$ cat src/logic/udis_pkg.sv
// Constants shared by the device event status block
package udis_pkg;
   // ****************************************
   // Command codes and register layout
   // ****************************************
   localparam logic [7:0]  CMD_READ_EVENT_STATUS = 8'hC0;
   localparam logic [31:0] STATUS_RESET          = 32'h0000_0000;
   localparam logic [31:0] STATUS_IMPL_MASK      = 32'h00FF_FFBF;
   localparam int          BIT_BUS_RESET         = 0;
   localparam int          BIT_RESUME            = 1;
   localparam int          BIT_WENT_IDLE         = 2;
   localparam int          BIT_DMA_DONE          = 3;
   localparam int          BIT_SOF               = 4;
   localparam int          BIT_PSEUDO_FRAME      = 5;
   localparam int          BIT_SUSPENDED_NOW     = 7;
   localparam int          BIT_CTRL_OUT          = 8;
   localparam int          BIT_CTRL_IN           = 9;
   localparam int          BIT_EP_LOW            = 10;
   localparam int          EP_COUNT              = 14;

   // ****************************************
   // Timing
   // ****************************************
   localparam int          CLK_PERIOD_PS         = 4000;
   localparam int          CLK_MHZ               = 250;
   localparam int          FRAME_TIME_US         = 1000;
   localparam int          FRAME_CYCLES          = FRAME_TIME_US * CLK_MHZ;
   localparam int          RESET_MIN_NS          = 200;
   localparam int          RESET_MIN_CYCLES      = (RESET_MIN_NS * 1000 + CLK_PERIOD_PS - 1)
                                                   / CLK_PERIOD_PS;
   localparam logic [1:0]  MISSED_SOF_LIMIT      = 2'h3;
   localparam int          REF_OSC_MHZ           = 6;
   localparam int          PLL_MULT              = 8;
   localparam logic [8:0]  PLL_STEP              = 9'(REF_OSC_MHZ * PLL_MULT);
   localparam logic [8:0]  PLL_MODULUS           = 9'(CLK_MHZ);
   localparam logic [3:0]  PROGRAMMABLE_CLK_OUT_DIV_RESET      = 4'h0;
endpackage : udis_pkg

$ cat src/logic/udis_status.sv
// Device event status word, its read command and the programmable clock output
// How it works
// RL1 - Command C0 starts a status read returned as two 16-bit words.
// RL2 - Host must read both words; abandoning after the first is illegal.
// RL3 - Bits 23..10 latch events of programmable endpoints 14..1.
// RL4 - Bit 9 latches control IN endpoint events.
// RL5 - Bit 8 latches control OUT endpoint events.
// RL6 - Bit 7 shows live bus state: 0 awake, 1 suspended.
// RL7 - Bit 5 set on each pseudo start-of-frame, every 1 ms.
// RL8 - Three consecutive missed start-of-frames put the device into suspend.
// RL9 - Bit 4 set whenever a start-of-frame is detected.
// RL10 - Bit 3 set when the DMA transfer counter reaches zero.
// RL11 - Bit 2 set on an awake to suspend change.
// RL12 - Bit 1 set when resume is detected on the bus.
// RL13 - Bit 0 set when a bus reset is detected.
// RL14 - Only sources enabled in the enable mask raise the interrupt request.
// RL15 - Reset input must be held low at least 200 ns.
// RL16 - A 48 MHz rate is derived from the 6 MHz reference.
// RL17 - Clock output derived from 48 MHz, programmable 3 to 48 MHz.
// RL18 - First word carries bits 15..0, second 31..16; reserved bits read zero.
`timescale 1ns/10ps

module udis_status #(
   parameter int FRAME_CYCLES = udis_pkg::FRAME_CYCLES  // Cycles per 1 ms frame
) (
   input  wire logic                      i_clk,                 // 250 MHz clock
   input  wire logic                      i_resetn,              // Async reset, active low
   input  wire logic                      i_cs_n,                // Chip select, active low
   input  wire logic                      i_rd_n,                // Read strobe, active low
   input  wire logic                      i_wr_n,                // Write strobe, active low
   input  wire logic                      i_a0,                  // 1 command, 0 data
   input  wire logic [15:0]               i_data,                // Data bus in
   output logic      [15:0]               o_data,                // Data bus out
   output logic                           o_data_oe,             // Data bus drive enable
   input  wire logic [udis_pkg::EP_COUNT-1:0] i_endpoint_pending, // Endpoint event pulses
   input  wire logic                      i_ctrl_in_pending,     // Control IN event pulse
   input  wire logic                      i_ctrl_out_pending,    // Control OUT event pulse
   input  wire logic                      i_bus_reset_seen,      // Bus reset detected pulse
   input  wire logic                      i_resume_seen,         // Resume detected pulse
   input  wire logic                      i_sof_seen,            // Start of frame pulse
   input  wire logic                      i_dma_count_done,      // DMA count zero pulse
   input  wire logic [31:0]               i_irq_enable,          // Interrupt enable mask
   input  wire logic [3:0]                i_programmable_clk_out_div,          // Clock out divider - 1
   output logic                           o_irq_request,         // Interrupt request
   output logic                           o_bus_suspended_now,   // Live suspend state
   output logic                           o_programmable_clk_out // Programmable clock
);

   // ****************************************
   // State
   // ****************************************
   typedef enum logic [1:0] {
      RD_IDLE = 2'b00,
      RD_LOW  = 2'b01,
      RD_HIGH = 2'b10
   } udis_rd_e;

   typedef struct packed {
      logic [31:0] status;
      logic [31:0] snapshot;
      udis_rd_e    rd_state;
      logic        word_taken;
      logic        rd_n_d;
      logic        wr_n_d;
      logic [15:0] data;
      logic [17:0] frame_cnt;
      logic [1:0]  missed;
      logic        sof_in_frame;
      logic        suspended;
      logic        irq;
      logic [8:0]  pll_acc;
      logic [3:0]  clk_cnt;
      logic        clk_out;
   } udis_state_s;

   udis_state_s st_reg;
   udis_state_s st_next;

   logic [31:0] set_bits;
   logic [31:0] clr_bits;
   logic        wr_fall;
   logic        rd_fall;
   logic        rd_rise;
   logic        frame_end;
   logic        tick_48;
   logic [9:0]  acc_sum;

   // ****************************************
   // Next state
   // ****************************************
   always_comb begin
      st_next  = st_reg;
      set_bits = '0;
      clr_bits = '0;
      wr_fall  = !i_cs_n && st_reg.wr_n_d && !i_wr_n;
      rd_fall  = !i_cs_n && st_reg.rd_n_d && !i_rd_n;
      rd_rise  = !st_reg.rd_n_d && i_rd_n;
      st_next.rd_n_d = i_rd_n;
      st_next.wr_n_d = i_wr_n;

      // Frame timer restarts on every real SOF; expiry is a pseudo SOF
      frame_end = (st_reg.frame_cnt == 18'(FRAME_CYCLES - 1));
      if (i_sof_seen || frame_end) begin
         st_next.frame_cnt = '0;
      end else begin
         st_next.frame_cnt = st_reg.frame_cnt + 18'h00001;
      end

      set_bits[udis_pkg::BIT_EP_LOW +: udis_pkg::EP_COUNT] = i_endpoint_pending; // [RL3]
      set_bits[udis_pkg::BIT_CTRL_IN]  = i_ctrl_in_pending;                      // [RL4]
      set_bits[udis_pkg::BIT_CTRL_OUT] = i_ctrl_out_pending;                     // [RL5]
      set_bits[udis_pkg::BIT_SOF]      = i_sof_seen;                             // [RL9]
      set_bits[udis_pkg::BIT_DMA_DONE] = i_dma_count_done;                       // [RL10]
      set_bits[udis_pkg::BIT_RESUME]   = i_resume_seen;                          // [RL12]
      set_bits[udis_pkg::BIT_BUS_RESET] = i_bus_reset_seen;                      // [RL13]
      set_bits[udis_pkg::BIT_PSEUDO_FRAME] = frame_end && !i_sof_seen;           // [RL7]

      // Missed SOF counting and suspend entry
      if (i_sof_seen || i_resume_seen || i_bus_reset_seen) begin
         st_next.missed    = '0;
         st_next.suspended = 1'b0;
      end else if (frame_end) begin
         if (st_reg.missed != udis_pkg::MISSED_SOF_LIMIT) begin
            st_next.missed = st_reg.missed + 2'h1;
         end
         if (st_reg.missed == udis_pkg::MISSED_SOF_LIMIT - 2'h1) begin           // [RL8]
            st_next.suspended = 1'b1;
         end
      end
      set_bits[udis_pkg::BIT_WENT_IDLE] = st_next.suspended && !st_reg.suspended; // [RL11]

      // Command and data phases of the host bus
      if (wr_fall && i_a0) begin
         st_next.word_taken = 1'b0;
         if (i_data[7:0] == udis_pkg::CMD_READ_EVENT_STATUS) begin               // [RL1]
            st_next.rd_state = RD_LOW;
            st_next.snapshot = st_reg.status;
         end else begin
            st_next.rd_state = RD_IDLE;
         end
      end else begin
         unique case (st_reg.rd_state)
            RD_IDLE: begin
               st_next.data = st_reg.data;
            end
            RD_LOW: begin
               if (rd_fall && !i_a0) begin
                  st_next.data = st_reg.snapshot[15:0];                          // [RL18]
                  st_next.data[udis_pkg::BIT_SUSPENDED_NOW] = st_reg.suspended;  // [RL6]
                  st_next.word_taken = 1'b1;
               end
               // Strobes meant for other chips must not advance the read
               if (rd_rise && st_reg.word_taken) begin
                  st_next.rd_state   = RD_HIGH;
                  st_next.word_taken = 1'b0;
               end
            end
            RD_HIGH: begin
               if (rd_fall && !i_a0) begin
                  st_next.data = st_reg.snapshot[31:16];                         // [RL18]
                  st_next.word_taken = 1'b1;
               end
               // Clear only what was reported; the host relies on both reads [RL2]
               if (rd_rise && st_reg.word_taken) begin
                  st_next.rd_state   = RD_IDLE;
                  st_next.word_taken = 1'b0;
                  clr_bits = st_reg.snapshot;
               end
            end
            default: begin
               st_next.rd_state = RD_IDLE;
            end
         endcase
      end

      // Set wins over the read clear
      st_next.status = ((st_reg.status & ~clr_bits) | set_bits) & udis_pkg::STATUS_IMPL_MASK;
      st_next.status[udis_pkg::BIT_SUSPENDED_NOW] = st_next.suspended;           // [RL6]
      st_next.irq = |(st_next.status & i_irq_enable);                            // [RL14]

      // 48 MHz rate enable: step 48 per 250 MHz cycle, modulo 250
      acc_sum = {1'b0, st_reg.pll_acc} + {1'b0, udis_pkg::PLL_STEP};             // [RL16]
      tick_48 = (acc_sum >= {1'b0, udis_pkg::PLL_MODULUS});
      st_next.pll_acc = tick_48 ? 9'(acc_sum - {1'b0, udis_pkg::PLL_MODULUS})
                                : acc_sum[8:0];

      // Output frequency is 48 / (div + 1) MHz; div 0 passes the enable itself
      if (i_programmable_clk_out_div == udis_pkg::PROGRAMMABLE_CLK_OUT_DIV_RESET) begin                      // [RL17]
         st_next.clk_cnt = '0;
         st_next.clk_out = tick_48;
      end else begin
         if (tick_48) begin
            st_next.clk_cnt = (st_reg.clk_cnt >= i_programmable_clk_out_div) ? 4'h0
                                                               : st_reg.clk_cnt + 4'h1;
         end
         st_next.clk_out = (st_next.clk_cnt <= (i_programmable_clk_out_div >> 1));             // [RL17]
      end
   end

   // ****************************************
   // Registers
   // ****************************************
   // Reset must be held at least RESET_MIN_CYCLES clocks by the system [RL15]
   always_ff @(posedge i_clk or negedge i_resetn) begin
      if (!i_resetn) begin
         st_reg              <= '0;
         st_reg.status       <= udis_pkg::STATUS_RESET;
         st_reg.snapshot     <= udis_pkg::STATUS_RESET;
         st_reg.rd_state     <= RD_IDLE;
         st_reg.rd_n_d       <= 1'b1;
         st_reg.wr_n_d       <= 1'b1;
      end else begin
         st_reg <= st_next;
      end
   end

   // ****************************************
   // Outputs
   // ****************************************
   assign o_data                 = st_reg.data;
   assign o_data_oe              = !i_cs_n && !i_rd_n && !i_a0 && !st_reg.rd_n_d
                                   && (st_reg.rd_state != RD_IDLE);
   assign o_irq_request          = st_reg.irq;
   assign o_bus_suspended_now    = st_reg.suspended;
   assign o_programmable_clk_out = st_reg.clk_out;

endmodule : udis_status

$ cat config.mk
export PLATFORM = sky130hd
export DESIGN_NAME = udis_status
export DESIGN_NICKNAME = d
export VERILOG_FILES = /design/src/logic/udis_pkg.sv /design/src/logic/udis_status.sv
export SDC_FILE = /design/constraint.sdc
export NUM_CORES = 1
export LEC_CHECK = 0
export ABC_AREA = 1
export BUFFER_PORTS_ARGS = -buffer_cell sky130_fd_sc_hd__buf_2
export CAP_MARGIN = 5
export CELL_PAD_IN_SITES_DETAIL_PLACEMENT = 1
export CELL_PAD_IN_SITES_GLOBAL_PLACEMENT = 2
export CORE_MARGIN = 1.5
export CORE_UTILIZATION = 34
export CTS_BUF_LIST = sky130_fd_sc_hd__clkbuf_8 sky130_fd_sc_hd__clkbuf_16
export DETAILED_ROUTE_END_ITERATION = 8
export PLACE_DENSITY = 0.91
export SYNTH_ARGS = -nofsm -noshare
export SYNTH_HDL_FRONTEND = slang
export SYNTH_SLANG_ARGS = --single-unit
$ cat constraint.sdc
create_clock -name i_clk -period 5.6 [get_ports i_clk]
set_input_delay 0.84 -clock i_clk [delete_from_list [all_inputs] [get_ports i_clk]]
set_output_delay 0.84 -clock i_clk [all_outputs]
set_load 0.1 [all_outputs]
==> results.md, run 1 <==
* Status: finished, final reports clean
* Measured slew at the worst slew-check pin at 0.954 ns
* Syn-to-layout area delta at 13.9%
* Tcrit/Tclk final at 53.5%
* # IOs at 98
* Setup TNS Final at 0 ns
* Root buf cell: clkbuf_16
* Crit end category: register
* Min cycle time layout at 3.00 ns
* DRT iter0 DRCs at 170
* Initial antenna violation count at 0
* Synth Cell Area at 5250 um2
* Clock Sinks at 100
* Most used DFF post-synth: dfrtp_1
* Seq/Total Area, Yosys at 47.7%
* LEAKAGE at 3.07 nW
* Chip Width at 127 um
* CTS Hold Bufs at 0
* CP Data Arrival Time at 3.27 ns
* Power per cell area at 289 nW/um2
* Largest net degree at the start of global routing at 52
* Syn Inst Count at 620
* Synthesized flop and latch total at 100
* Max-cap violations at 0
* CTS H-tree depth at 3
* Vias per cell at 4.86
* Most numerous cell in the Yosys netlist: nand2_1
* Post-synthesis area per instance at 8.47 um2
* Slew margin rel. at 36.4%
* Synthesized net count at 716
* CTS Buf Count at 9
* Final setup violation count at 0
* Clock Latency Late Sink at 0.35 ns
* Peak Freq at 334 MHz
* Post-CTS Resized at 0
* Layout Skew at 0.00589 ns
* WL/cell at 14.7 um
* Critical path type: input pin to register
* Final Wtd Congestion at 0.797
* Top cell type's share of synthesized area at 46.7%
* Setup bufs post-CTS at 0
* IR Drop Worst-Case VDD at 0.000130 V
* Post-Route M1 WL at 5800 um
* Placed instance count at 861
* Clock transition at path regs at 0.07 ns
* Final WL at 12900 um
* CORE AREA at 15100 um2
* Largest stage delay on the critical path at 0.66 ns
* RSZ-0062 raised after global routing: false
* Req. time, crit path at 5.87 ns
* First-pass GRT wire length at 21600 um
* Worst Hold Class: register to register
* Final net count at 780
* Layout Cells excl Fill at 877
* GR Util All Layers at 16.9%
* Number of port buffers at 80
* WL met3 at 427 um
* Library cells used by synthesis at 36
* CTS max path bufs at 2
* Pwr Total at 1.73 mW
* Max-slew violation count at 0
* Detailed Routing Iterations Pass 1 at 4
* Final Hold Fails at 0
* Final Util at 39.5%
* Routed Antenna Nets at 0
* Top Metal Used: met4
* Share of layout cells above drive strength 1 at 20.8%
* ANT cells at 0
* Synth top area cells: dfrtp_1 (47%), nand2_1 (13%), inv_1 (5.6%)
* Vias at 4258
* CP max-delay cell: nand2_1
* Die area at 16200 um2
* Crit start category: input pin
* Largest register FFs at 82
* CTS tree: built
* Crit-path max FO at 25
* Initial core utilization at 34.7%
* YS warnings at 0
* Cell chain of the critical path: buf_2 > nand2_1 > inv_1 > nand2_1 > inv_1 > nor2_1 > nand2_1 > inv_1 > nor2_1 > a31oi_1
* Cell Rows at 45
* Post-DP HPWL at 9680 um
* WL met2 at 6490 um
* Vias in the first global route at 4557
* Post-synthesis async set-or-reset flop share at 100%
* Top cells by count, synth: nand2_1 (177), dfrtp_1 (98), inv_1 (78)
* Die span in y at 127 um
* Grt ovf at 0
* DRC viols at 0
* EDFF count, synth at 0
* Post-synth top area cell: dfrtp_1
## cell families (layout without fill, tap and decap cells)
family / count (synthesis) / after routing / synth area share [%]
and+or+nand+nor: 301 / 301 / 25.6
buffers and inverters: 110 / 179 / 9.57
AOI/OAI and AO/OA: 59 / 59 / 6.43
DFF: 100 / 100 / 47.7
muxes: 20 / 20 / 4.29
xor gates and xnor gates: 12 / 12 / 2.14
adders and majority gates: 18 / 18 / 4.29
## cell usage in the layout (no fill, tap or decap), drive strengths merged
master,netlist,layout
nand2,178,178
dfrtp,98,98
inv,82,83
buf,26,81
nor2,53,53
nand3,36,36
o21ai,28,28
mux2,20,20
a21oi,19,19
ha,18,18
nand3b,12,12
xor2,10,10
clkbuf,2,10
nor3,9,9
nand4,8,8
a31oi,5,5
o21bai,4,4
nor4,3,3
clkinv,0,3
xnor2,2,2
nor3b,2,2
clkinvlp,0,2
dfstp,2,2
o21a,1,1
o211ai,1,1
a211oi,1,1
## power by group
part	switching (mW)	internal [mW]	total [mW]
sequential	0.0271	0.758	0.785
combinational	0.269	0.0840	0.353
clock	0.278	0.313	0.591
## layout make-up
class                   count  area (um2)
clock buffers              10         239
fillers                  1855        9160
inverters                  82         308
multi-input cells         410        2250
repair buffers             81         410
well taps                 188         235
clock inverters             6        38.8
flip-flops and latches    100        2500
## final timing paths
kind	startpoint	end	slack, ns	cells past startpoint
worst max register to register	st_reg[56]	o_data[4]	2.73	9
worst min register to register	o_data[14]	o_data[14]	0.48	2
worst min-delay path	o_data[14]	o_data[14]	0.48	2
worst max-delay path	i_a0	o_data[4]	2.60	10
min in group asynchronous	i_resetn	o_data[15]	0.52	1
max in group asynchronous	i_resetn	st_reg[33]	3.94	2
## critical path, delay by kind of cell
family	cells	cell delay, ns
AOI/OAI and AO/OA	1	0.15
buffers and inverters	4	0.80
and+or+nand+nor	5	1.46
## through the flow
stage / setup slack (ns) / hold WS (ns) / instance area, um2
floorplan: 1.43 / 0.454 / 5250
detailed placement: 2.20 / 0.476 / 5700
global route: 2.27 / 0.507 / 5980
CTS: 2.57 / 0.493 / 5980
finish: 2.60 / 0.483 / 5980
global placement: 2.28 / 0.469 / 5700
## routing by layer
metal	GRT usage, %	vias up
li1	-	2075
met1	20.6	2097
met2	29.9	71
met3	3.56	15
met4	5.41	0
met5	0	-
Power figures use the tool's default switching activity.
==> run 2, diff against run 1 <==
--- a/config.mk
+++ b/config.mk
@@ -11,10 +11,10 @@
 export CELL_PAD_IN_SITES_DETAIL_PLACEMENT = 1
 export CELL_PAD_IN_SITES_GLOBAL_PLACEMENT = 2
 export CORE_MARGIN = 1.5
-export CORE_UTILIZATION = 34
+export CORE_UTILIZATION = 30
 export CTS_BUF_LIST = sky130_fd_sc_hd__clkbuf_8 sky130_fd_sc_hd__clkbuf_16
 export DETAILED_ROUTE_END_ITERATION = 8
-export PLACE_DENSITY = 0.91
+export PLACE_DENSITY = 0.85
 export SYNTH_ARGS = -nofsm -noshare
 export SYNTH_HDL_FRONTEND = slang
 export SYNTH_SLANG_ARGS = --single-unit
==> constraint.sdc (replaced) <==
create_clock -name i_clk -period 2.5 [get_ports i_clk]
set_input_delay 0.375 -clock i_clk [delete_from_list [all_inputs] [get_ports i_clk]]
set_output_delay 0.375 -clock i_clk [all_outputs]
set_load 0.1 [all_outputs]
==> run 2 against run 1 <==
- clock skew rose by 0.0049 ns
- highest routed layer unchanged
- sequential cell count did not move
- global-route usage fell by 1.1 points
- non-clock buffer count rose by 26
- worst setup slack got worse by 2.5 ns
- critical endpoint is now o_programmable_clk_out
- largest power group unchanged
- first-iteration DRC count rose by 8.2%
- core utilization fell by 2.2 points
- die area rose by 13%
==> results.md, run 2 (synthesized netlist as in run 1, its figures left out) <==
* Final setup violation count at 0
* Crit end category: register
* Clock transition at path regs at 0.07 ns
* Worst slack, placed at -0.0664 ns
* Chip Width at 135 um
* Worst Hold Class: input pin to register
* Vias at 4358
* Clock Latency Late Sink at 0.35 ns
* CP Data Arrival Time at 2.69 ns
* Final Hold Fails at 0
* CTS max path bufs at 2
* Vias in the first global route at 4702
* Slew margin rel. at 65.2%
* CP bufs+invs at 3
* Layout Cells excl Fill at 940
* Area of the multi-input gates at 2380 um2
* Commonest non-fill, non-tap cell in the layout: nand2_1
* IR Drop Worst-Case VDD at 0.000445 V
* Clock share of power at 35.5%
* Worst path most repeated cell: inv_2
* Final WL at 13600 um
* CTS tree: built
* Max-cap violations at 0
* Peak Freq at 417 MHz
* Syn-to-layout area delta at 21.8%
* Die area at 18300 um2
* Die span in y at 135 um
* Min cycle time layout at 2.40 ns
* Crit start category: register
* Fillers at 2072
* Comb pwr share at 21.3%
* Post-DP HPWL at 10200 um
* Largest stage delay on the critical path at 0.40 ns
* RSZ-0062 raised after global routing: true
* Power per cell area at 634 nW/um2
* CTS Buf Count at 9
* Req. time, crit path at 2.79 ns
* Worst path top cell family by delay: compound AO/OA/AOI/OAI gates
* Initial antenna violation count at 0
* Sw frac at 33.3%
* Number of port buffers at 80
* CTS H-tree depth at 3
* CP max-delay cell: dfrtp_1
* ANT cells at 0
* First-pass GRT wire length at 22600 um
* # IOs at 98
* Share of layout cells above drive strength 1 at 26.4%
* Placed inst area at 5880 um2
* Measured slew at the worst slew-check pin at 0.521 ns
* Initial core utilization at 30.6%
* Vias per cell at 4.64
* Status: finished, final reports clean
* Final Cell Area at 6400 um2
* Placed instance count at 915
* Storage element area at 2500 um2
* Max-slew violation count at 0
* Cell chain of the critical path: inv_2 > ha_4 > xnor2_4 > nand2_2 > inv_2 > nand3_2 > o21a_4 > nand2_8 > nand2_1 > nand2_2 > inv_2 > ha_4 > a21oi_2 > o21bai_1 > a21oi_1 > nand3_1 > nand2_1
* Largest register FFs at 82
* LEAKAGE at 3.22 nW
* WL/cell at 14.5 um
* Commonest cells after routing, fill and taps aside: nand2_1 (172), dfrtp_1 (98), buf_2 (79)
* Detailed Routing Iterations Pass 1 at 4
* Routed Antenna Nets at 0
* Critical path type: register to register
* Clock Sinks at 100
* Grt ovf at 0
* DRC viols at 0
* Final net count at 806
* Pwr Total at 4.06 mW
* Tcrit/Tclk final at 95.9%
* Switch Pwr at 1.35 mW
* GR Util All Layers at 15.8%
* Root buf cell: clkbuf_16
* Share of power burned in registers at 43.2%
* Largest net degree at the start of global routing at 36
* Final Wtd Congestion at 0.803
* Layout Skew at 0.0108 ns
* Setup TNS Final at 0 ns
* Final WS setup at 0.102 ns
* Cell Rows at 48
* Internal at 2.71 mW
* CORE AREA at 17200 um2
* Crit-path max FO at 5
* DRT iter0 DRCs at 184
[run 2: changes by cell type in the layout (fill, tap and decap cells not counted), moves of 5 or more]
cell and change:
buf_4 +23, inv_1 -5, ha_4 +5, ha_1 -5
inv_2 +5, nand2_1 -5
[run 2: final cells by class]
cell class | count | share of cell area [%]
multi-input cells | 410 | 37.2
well taps | 225 | 4.40
clock buffers | 9 | 3.52
clock inverters | 7 | 1.29
inverters | 82 | 4.81
repair buffers | 107 | 9.62
flip-flops and latches | 100 | 39.1
[run 2: worst reg2reg max path, stage by stage, from the launching register on]
cell and delay (ns):
dfrtp_1 0.40, inv_2 0.14, ha_4 0.19, xnor2_4 0.13
nand2_2 0.07, inv_2 0.06, nand3_2 0.06, o21a_4 0.26
nand2_8 0.07, nand2_1 0.07, nand2_2 0.08, inv_2 0.05
ha_4 0.21, a21oi_2 0.12, o21bai_1 0.09, a21oi_1 0.18
nand3_1 0.09, nand2_1 0.07
[run 2: power groups by stage]
stage / Combinational, mW / Clock [mW] / Sequential (mW)
floorplan: 0.608 / 0 / 1.82
global placement: 0.792 / 0 / 1.78
detailed placement: 0.816 / 0 / 1.79
CTS: 0.827 / 1.49 / 1.75
global route: 0.940 / 1.55 / 1.77
finish: 0.863 / 1.44 / 1.75
[run 2: metrics by stage]
stage,hold WS [ns],util (%)
floorplan,0.0794,-
global placement,0.363,34.3
detailed placement,0.367,34.3
CTS,0.114,36.3
finish,0.132,37.3
global route,0.111,37.3
[run 2: repair_timing]
action,in CTS,in global routing
buffers inserted,3,5
pin swaps,4,17
endpoints found under the hold margin,30,0
resized for setup,4,25
setup endpoints to repair,1,1
hold buffers,1,0
[run 2: routing by layer]
layer	GRT usage (%)	wire length (um)	up-vias	share of wire (%)
met2	28.7	7240	61	53
met1	18.6	5760	2154	42
met4	3.70	144	0	1.1
met3	3.93	461	8	3.4
li1	-	-	2135	-
met5	0	0	-	0
[run 2: final timing paths]
| check | start | slack [ns] | end | depth (start not counted) |
|---|---|---|---|---|
| min in group asynchronous | i_resetn | 0.51 | st_reg[55] | 2 |
| min | i_wr_n | 0.13 | st_reg[53] | 1 |
| max reg2reg | st_reg[9] | 0.10 | o_programmable_clk_out | 17 |
| max in group asynchronous | i_resetn | 1.23 | st_reg[113] | 3 |
| max | st_reg[9] | 0.10 | o_programmable_clk_out | 17 |
| min reg2reg | o_data[6] | 0.49 | o_data[6] | 2 |
